===== src/shared/sdram_burst_pkg.sv =====
// constants and types for the sdram burst, precharge and power-down engine
package sdram_burst_pkg;
   // command codes {cs_n, ras_n, cas_n, we_n}
   localparam logic [3:0] CMD_NOP       = 4'h7;
   localparam logic [3:0] CMD_ACTIVE    = 4'h3;
   localparam logic [3:0] CMD_READ      = 4'h5;
   localparam logic [3:0] CMD_WRITE     = 4'h4;
   localparam logic [3:0] CMD_TERMINATE = 4'h6;
   localparam logic [3:0] CMD_PRECHARGE = 4'h2;
   // timing in ns and derived cycle counts at 100 MHz
   localparam int CLK_PERIOD_NS        = 10;
   localparam int PRECHARGE_PERIOD_NS  = 20;
   localparam int WRITE_RECOVERY_NS    = 15;
   localparam int PRECHARGE_CYCLES     = (PRECHARGE_PERIOD_NS + CLK_PERIOD_NS - 1) / CLK_PERIOD_NS;
   localparam int WRITE_RECOVERY_CYCLES = (WRITE_RECOVERY_NS + CLK_PERIOD_NS - 1) / CLK_PERIOD_NS;
   localparam logic [3:0] TIMER_RESET  = 4'h0;
   localparam logic [2:0] BURST_FULL_PAGE = 3'h7;
   localparam logic [1:0] CAS_LATENCY_DEFAULT = 2'h2;
   localparam logic [2:0] BURST_LENGTH_CODE_DEFAULT = 3'h2;
   localparam int ALL_BANK_BIT         = 10;
   localparam int NUM_BANKS            = 4;

   typedef enum logic [3:0] {
      ST_IDLE  = 4'b0001,
      ST_READ  = 4'b0010,
      ST_WRITE = 4'b0100,
      ST_PDOWN = 4'b1000
   } burst_state_t;
endpackage


===== src/sdram_burst_engine.sv =====
// sdram command engine: bursts, truncation, precharge, power-down
`timescale 1ns/100ps
`default_nettype none

// What this block does
// - write after read floats data lines
// - precharge may truncate read, cl-1 early
// - burst terminate cuts read, cl-1 early
// - write data captured from command edge on
// - finished write burst ignores further data
// - full page wraps to column zero
// - new write truncates, data belongs to it
// - read during write stops further writes
// - terminate ignores data with that command
// - all-bank bit selects one or all banks
// - precharged bank idle until activated again
// - clock-gate low with nop enters power-down
// - power-down disables buffers except clock-gate
// - clock-gate high with nop exits power-down
module sdram_burst_engine #(
   parameter int DATA_WIDTH = 16,
   parameter int COL_WIDTH  = 9,
   parameter int ROW_WIDTH  = 12
) (
   input  wire logic                  sys_clk,
   input  wire logic                  rst_n,
   input  wire logic                  clock_gate,
   input  wire logic                  cs_n,
   input  wire logic                  ras_n,
   input  wire logic                  cas_n,
   input  wire logic                  we_n,
   input  wire logic [1:0]            bank_select_inputs,
   input  wire logic [ROW_WIDTH-1:0]  addr,
   input  wire logic                  dqm,
   input  wire logic [DATA_WIDTH-1:0] dq_in,
   input  wire logic [1:0]            cas_latency,
   input  wire logic [2:0]            burst_length_code,
   output logic [DATA_WIDTH-1:0]      dq_out,
   output logic                       dq_oe_n,
   output logic                       wr_en,
   output logic [1:0]                 wr_bank,
   output logic [COL_WIDTH-1:0]       wr_col,
   output logic [DATA_WIDTH-1:0]      wr_data,
   output logic                       rd_en,
   output logic [1:0]                 rd_bank,
   output logic [COL_WIDTH-1:0]       rd_col,
   output logic [3:0]                 bank_open,
   output logic                       power_down,
   output logic                       active_power_down,
   output logic                       cmd_error
);
   if (COL_WIDTH < 4 || COL_WIDTH > sdram_burst_pkg::ALL_BANK_BIT ||
       ROW_WIDTH <= sdram_burst_pkg::ALL_BANK_BIT || DATA_WIDTH < 1) begin : g_bad_widths
      $error("sdram_burst_engine: unsupported address widths");
   end

   // ***********************************************
   // input synchronisers (pins come from outside)
   // ***********************************************
   logic [ROW_WIDTH+DATA_WIDTH+7:0] pin_meta;
   logic [ROW_WIDTH+DATA_WIDTH+7:0] pin_sync;
   logic [ROW_WIDTH+DATA_WIDTH+7:0] pin_raw;
   assign pin_raw = {clock_gate, cs_n, ras_n, cas_n, we_n, bank_select_inputs, addr, dqm, dq_in};

   always_ff @(posedge sys_clk) begin
      pin_meta <= pin_raw;
      pin_sync <= pin_meta;
   end

   logic                  s_cke;
   logic [3:0]            s_cmd;
   logic [1:0]            s_ba;
   logic [ROW_WIDTH-1:0]  s_addr;
   logic                  s_dqm;
   logic [DATA_WIDTH-1:0] s_dq;
   assign {s_cke, s_cmd, s_ba, s_addr, s_dqm, s_dq} = pin_sync;

   function automatic logic [COL_WIDTH-1:0] burst_len(input logic [2:0] code);
      burst_len = (code == sdram_burst_pkg::BURST_FULL_PAGE) ? '0 : COL_WIDTH'(1) << code;
   endfunction

   // ***********************************************
   // state
   // ***********************************************
   sdram_burst_pkg::burst_state_t state, next_state;
   logic [COL_WIDTH-1:0]  col, next_col;
   logic [COL_WIDTH-1:0]  left, next_left;
   logic [1:0]            bank, next_bank;
   logic                  full_page, next_full_page;
   logic [3:0]            open_q, next_open;
   logic [3:0]            timer [4];
   logic [3:0]            next_timer [4];
   logic [3:0]            rd_pipe, next_rd_pipe;
   logic                  dqm_prev, next_dqm_prev;
   logic                  float_hold, next_float_hold;
   logic                  next_wr_en, next_rd_en, next_oe_n, next_error;
   logic [DATA_WIDTH-1:0] next_wr_data;
   logic                  next_pd, next_apd;
   logic [1:0]            dqm_pipe, next_dqm_pipe;
   logic                  cke_prev, next_cke_prev;

   always_comb begin
      next_state      = state;
      next_col        = col;
      next_left       = left;
      next_bank       = bank;
      next_full_page  = full_page;
      next_open       = open_q;
      next_dqm_prev   = s_dqm;
      next_cke_prev   = s_cke;
      next_float_hold = float_hold;
      next_wr_en      = 1'b0;
      next_rd_en      = 1'b0;
      next_wr_data    = s_dq;
      next_error      = 1'b0;
      next_pd         = power_down;
      next_apd        = active_power_down;
      next_dqm_pipe   = {dqm_pipe[0], s_dqm};
      next_rd_pipe    = {rd_pipe[2:0], 1'b0};
      for (int b = 0; b < 4; b++) begin
         next_timer[b] = (timer[b] != 4'h0) ? timer[b] - 4'h1 : 4'h0;
      end

      unique case (state)
         sdram_burst_pkg::ST_PDOWN: begin
            // buffers off: only clock gate high with nop or inhibit is looked at
            next_rd_pipe = '0;
            if (s_cke && s_cmd[3:0] == sdram_burst_pkg::CMD_NOP || s_cke && s_cmd[3]) begin
               next_state = sdram_burst_pkg::ST_IDLE;
               next_pd    = 1'b0;
               next_apd   = 1'b0;
            end
         end
         default: begin
            // bursts advance every edge; full page wraps
            if (state != sdram_burst_pkg::ST_IDLE) begin
               if (state == sdram_burst_pkg::ST_WRITE) begin
                  next_wr_en = !s_dqm;
                  if (!s_dqm) next_timer[bank] = 4'(sdram_burst_pkg::WRITE_RECOVERY_CYCLES - 1);
               end else begin
                  next_rd_pipe[0] = 1'b1;
               end
               next_col = col + COL_WIDTH'(1);
               if (!full_page) begin
                  next_left = left - COL_WIDTH'(1);
                  if (left == COL_WIDTH'(1)) next_state = sdram_burst_pkg::ST_IDLE;
               end
            end
            if (s_cmd[3]) begin
               // command inhibit; power-down entry only with no burst running
               if (!s_cke && cke_prev && state == sdram_burst_pkg::ST_IDLE) begin
                  next_state = sdram_burst_pkg::ST_PDOWN;
                  next_pd    = 1'b1;
                  next_apd   = |open_q;
               end
            end else begin
               unique case (s_cmd)
                  sdram_burst_pkg::CMD_NOP: begin
                     if (!s_cke && cke_prev && state == sdram_burst_pkg::ST_IDLE) begin
                        next_state = sdram_burst_pkg::ST_PDOWN;
                        next_pd    = 1'b1;
                        next_apd   = |open_q;
                     end
                  end
                  sdram_burst_pkg::CMD_ACTIVE: begin
                     if (open_q[s_ba] || timer[s_ba] != 4'h0) next_error = 1'b1;
                     else next_open[s_ba] = 1'b1;
                  end
                  sdram_burst_pkg::CMD_READ, sdram_burst_pkg::CMD_WRITE: begin
                     if (!open_q[s_ba]) begin
                        next_error = 1'b1;
                     end else begin
                        next_bank      = s_ba;
                        next_full_page = burst_length_code == sdram_burst_pkg::BURST_FULL_PAGE;
                        next_left      = burst_len(burst_length_code) - COL_WIDTH'(1);
                        next_col       = s_addr[COL_WIDTH-1:0] + COL_WIDTH'(1);
                        if (s_cmd == sdram_burst_pkg::CMD_WRITE) begin
                           // write after read floats output if mask was up
                           if (state == sdram_burst_pkg::ST_READ || rd_pipe != '0) begin
                              if (dqm_prev) next_float_hold = 1'b1;
                              else next_error = 1'b1;
                           end
                           next_rd_pipe = '0;
                           // first element on the command edge
                           next_wr_en = !s_dqm;
                           if (!s_dqm) next_timer[s_ba] = 4'(sdram_burst_pkg::WRITE_RECOVERY_CYCLES - 1);
                           next_state = (next_left == '0 && !next_full_page) ?
                              sdram_burst_pkg::ST_IDLE : sdram_burst_pkg::ST_WRITE;
                        end else begin
                           // read cancels any pending writes
                           next_wr_en      = 1'b0;
                           next_float_hold = 1'b0;
                           next_rd_pipe[0] = 1'b1;
                           next_state = (next_left == '0 && !next_full_page) ?
                              sdram_burst_pkg::ST_IDLE : sdram_burst_pkg::ST_READ;
                        end
                     end
                  end
                  sdram_burst_pkg::CMD_TERMINATE: begin
                     // data with the terminate is dropped
                     next_wr_en   = 1'b0;
                     next_rd_pipe[0] = 1'b0;
                     next_state   = sdram_burst_pkg::ST_IDLE;
                  end
                  sdram_burst_pkg::CMD_PRECHARGE: begin
                     for (int b = 0; b < 4; b++) begin
                        // one or all banks
                        if (s_addr[sdram_burst_pkg::ALL_BANK_BIT] || 2'(b) == s_ba) begin
                           if (timer[b] != 4'h0) next_error = 1'b1;
                           next_open[b]  = 1'b0;
                           next_timer[b] = 4'(sdram_burst_pkg::PRECHARGE_CYCLES - 1);
                        end
                     end
                     // truncates a burst on a closed bank
                     if (s_addr[sdram_burst_pkg::ALL_BANK_BIT] || s_ba == bank) begin
                        next_wr_en      = 1'b0;
                        next_rd_pipe[0] = 1'b0;
                        next_state      = sdram_burst_pkg::ST_IDLE;
                     end
                  end
                  default: next_error = 1'b0;
               endcase
            end
         end
      endcase
      if (rd_pipe == '0 && next_rd_pipe == '0) next_float_hold = 1'b0;
      // output stage: cas latency and two-clock mask latency
      next_rd_en = next_rd_pipe[0];
      next_oe_n  = 1'b1;
      if (rd_pipe[cas_latency - 2'h1] && !dqm_pipe[1] && !float_hold && !next_float_hold && !next_wr_en)
         next_oe_n = 1'b0;
   end

   always_ff @(posedge sys_clk) begin
      if (!rst_n) begin
         state      <= sdram_burst_pkg::ST_IDLE;
         col        <= '0;
         left       <= '0;
         bank       <= '0;
         full_page  <= 1'b0;
         open_q     <= '0;
         rd_pipe    <= '0;
         dqm_prev   <= 1'b0;
         dqm_pipe   <= '0;
         cke_prev   <= 1'b1;
         float_hold <= 1'b0;
         wr_en      <= 1'b0;
         rd_en      <= 1'b0;
         wr_data    <= '0;
         dq_oe_n    <= 1'b1;
         cmd_error  <= 1'b0;
         power_down <= 1'b0;
         active_power_down <= 1'b0;
         for (int b = 0; b < 4; b++) timer[b] <= sdram_burst_pkg::TIMER_RESET;
      end else begin
         state      <= next_state;
         col        <= next_col;
         left       <= next_left;
         bank       <= next_bank;
         full_page  <= next_full_page;
         open_q     <= next_open;
         rd_pipe    <= next_rd_pipe;
         dqm_prev   <= next_dqm_prev;
         dqm_pipe   <= next_dqm_pipe;
         cke_prev   <= next_cke_prev;
         float_hold <= next_float_hold;
         wr_en      <= next_wr_en;
         rd_en      <= next_rd_en;
         wr_data    <= next_wr_data;
         dq_oe_n    <= next_oe_n;
         cmd_error  <= next_error;
         power_down <= next_pd;
         active_power_down <= next_apd;
         for (int b = 0; b < 4; b++) timer[b] <= next_timer[b];
      end
   end

   // address outputs track the burst position
   always_ff @(posedge sys_clk) begin
      if (!rst_n) begin
         wr_bank   <= '0;
         wr_col    <= '0;
         rd_bank   <= '0;
         rd_col    <= '0;
         bank_open <= '0;
         dq_out    <= '0;
      end else begin
         wr_bank   <= next_bank;
         wr_col    <= next_col - COL_WIDTH'(1);
         rd_bank   <= next_bank;
         rd_col    <= next_col - COL_WIDTH'(1);
         bank_open <= next_open;
         dq_out    <= wr_data;
      end
   end
endmodule

`default_nettype wire


===== config.mk =====
export PLATFORM = sky130hd
export DESIGN_NAME = sdram_burst_engine
export DESIGN_NICKNAME = d
export VERILOG_FILES = /design/src/shared/sdram_burst_pkg.sv /design/src/sdram_burst_engine.sv
export SDC_FILE = /design/constraint.sdc
export NUM_CORES = 1
export LEC_CHECK = 0
export BUFFER_PORTS_ARGS = -buffer_cell sky130_fd_sc_hd__buf_2
export CAP_MARGIN = 20
export CORE_MARGIN = 2
export CORE_UTILIZATION = 40
export DETAILED_ROUTE_END_ITERATION = 16
export PLACE_DENSITY = 0.63
export SLEW_MARGIN = 20
export SYNTH_ARGS = -nofsm -noshare
export SYNTH_HDL_FRONTEND = slang
export SYNTH_SLANG_ARGS = --single-unit

===== constraint.sdc =====
create_clock -name sys_clk -period 4.05 [get_ports sys_clk]
set_clock_uncertainty 0.05 [all_clocks]
set_input_delay 0.2025 -clock sys_clk [delete_from_list [all_inputs] [get_ports sys_clk]]
set_output_delay 0.2025 -clock sys_clk [all_outputs]
set_load 0.005 [all_outputs]

==> metrics <==
status=finished clean; CTS Root Cell=clkbuf_16; RSZ-0062 raised after global routing=false; via count=4877; critical register-to-register path startpoint=pin_sync[29]$_DFF_P_; ys flop type=dfxtp_1; min Tclk post-route=3192 ps; most common cell in the netlist=dfxtp_1; clock latency on the worst-skew pair=420 ps; GR Layer Usage met2=27.89%; Fmax=0.3133 GHz; CTS tree=yes; GR peak layer=met2; post-route setup TNS=0 ps; row cnt=45; drt total wl=13900 um; global-route wire length before repair=22690 um; final net count=804; TritonCTS Sinks=167; GR Util met3=4.407%; Max Cap Violations=0; port bufs=104; Syn Nets=682; antenna violations before repair=0; Yosys cell types=73; final worst-path cycle share=78.81%; Fin. Hold Viols=0; Hold Path Origin=cas_latency[1]; synth top area cells=dfxtp_1, and2_1, nor2_1, a21oi_1, o21ai_0; H-tree levels=4; dpl cell area=0.006795 mm2; largest net degree at the start of global routing=51; area of the die=0.01659 mm2; die extent in x=128.8 um; Critical Path Sink Type=flip-flop; Leakage=3.252 nW; CTS clk-pin slew, worst paths=60 ps; Placeable Area=0.01520 mm2; Post-synth ARST share=0%; Slew @ Worst Pin=1050 ps; Final Slew Violations=0; Top Ports=107; sequential share of the synthesized area=53.67%; CP Class=flip-flop to flip-flop; Die H=128.8 um; Critical Path Source Type=flip-flop; Worst setup startpoint=pin_sync[29]$_DFF_P_; setup violators final=0; area leader, netlist=dfxtp_1; CP required=4330 ps; Max VDD drop=301.4 uV; Hold-fix buffers, CTS=34; Routed WL per cell=14.56 um; Starting Density=40.98%; Layout area overhead=23.76%; Routed Antenna Nets=0; Post-synth EDFFs=0; Synth Register Bits=167; Gate Count Post-Synth=632; Initial DRC Count=290; vias in the first global route=4720; R2R setup slack=860 ps; share of cells above drive strength 1=21.38%; crit path DAT=3470 ps; Ys Warns=0; crit-path max FO=14; vias per cell=5.107; CTS buffer count=17; Final Cell Area=0.007710 mm2; Synth top area share=53.67%; Global Route Usage Sum=17.22%; met1 Use GR=22.02%; remaining global-route overflow=0; DRC viols=0; Hold WC Path Type=primary input to flip-flop; placed wire-length estimate=9456 um; slew margin rel.=29.94%; RD Place Congestion=0.8393; P per Cell Area=493.4 mW/mm2; post-CTS resize count=0; Post-synth top cells=dfxtp_1, nor2_1, a21oi_1, and2_1, o21ai_0; buffer count from post-CTS setup fixing=0; clock buffer depth=2; Cell Area, Synth=0.006230 mm2; iteration count of the initial detailed-routing pass=5; antenna fix cells=0; syn avg cell area=9.857 um2
==> through the flow <==
stage | utilization, % | instances | setup slack (ps) | total power [W] | hold WS (ps)
2_1_floorplan | - | 632 | 1451 | 0.002148 | 180.2
3_5_place_dp | 44.70 | 889 | 859.5 | 0.002270 | 256.1
3_3_place_gp | 44.70 | 889 | 950.1 | 0.002256 | 255.3
6_report | 50.72 | 955 | 858.2 | 0.003804 | 182.8
5_1_grt | 50.72 | 955 | 638.1 | 0.003986 | 200.6
4_1_cts | 50.72 | 955 | 847.7 | 0.003846 | 167.2
==> cell families (layout without fill, tap and decap cells) <==
family | count (synthesis) | after routing | share of synthesized area (%)
compound gates | 151 | 151 | 15.57
xor+xnor | 14 | 14 | 1.968
buf+inv | 54 | 189 | 4.499
flops | 167 | 167 | 53.67
mux | 4 | 4 | 1.265
simple gates | 235 | 235 | 21.63
fa+ha+maj | 7 | 7 | 1.406
==> power by group <==
part / internal, W / switching (W) / leakage, nW
combinational: 0.000220 / 0.000223 / 1.59
sequential: 0.00175 / 0.0000678 / 1.38
clock: 0.000892 / 0.000653 / 0.277
total: 0.00286 / 0.000943 / 3.25
==> area by class of cell <==
class	count	area (um2)
tap	188	235.2
inverter	14	52.55
sequential	167	3343
timing repair buffer	143	898.4
multi-input combinational	411	2606
clock buffer	21	460.4
fill	1370	7492
clock inverter	11	113.9
==> flip-flops by register name, summed over array words and instances, names as in the netlist, 2 cells and up <==
name and flops:
bank_open 4, col 9, dq_out 16, dqm_pipe 2, left 9, pin_meta 34, pin_sync 34, rd_bank 2
rd_col 9, rd_pipe 4, state 4, timer 16, wr_data 16
==> final timing paths <==
path	to	cells after the start
setup / recovery	rd_col[2]$_SDFF_PN0_	8
hold / removal	dq_oe_n$_SDFF_PN1_	3
setup reg to reg	rd_col[2]$_SDFF_PN0_	8
hold reg to reg	pin_sync[29]$_DFF_P_	0
==> worst max-delay path: stages, from the launching register on <==
cell and delay, ps:
dfxtp_1 640, mux4_2 730, a21o_1 270, o22a_1 180, o22ai_1 340, inv_1 120, ha_1 260, or3_1 380
a21oi_1 140
==> layout by cell type (no fill, tap or decap), types with 6 or more instances in the layout <==
cell type / n
a21o_1: 6
a21oi_1: 48
a31oi_1: 6
and2_1: 42
buf_2: 104
clkbuf_16: 17
dfxtp_1: 167
dlygate4sd3_1: 34
ha_1: 7
inv_1: 14
nand2_1: 30
nand2b_1: 7
nand3_1: 15
nand3b_1: 6
nor2_1: 68
nor2b_1: 6
nor3_1: 13
nor4_1: 9
o21ai_0: 42
o31ai_1: 7
xnor2_1: 8
xor2_1: 6
==> routing by layer <==
layer  vias to the layer above  part of all wire, %
li1                       2456                    -
met1                      2242                   46
met2                       156                   47
met3                        23                  5.3
met4                         0                  1.5
met5                         -                    0
Note: power is estimated with default switching activity, not from simulation.
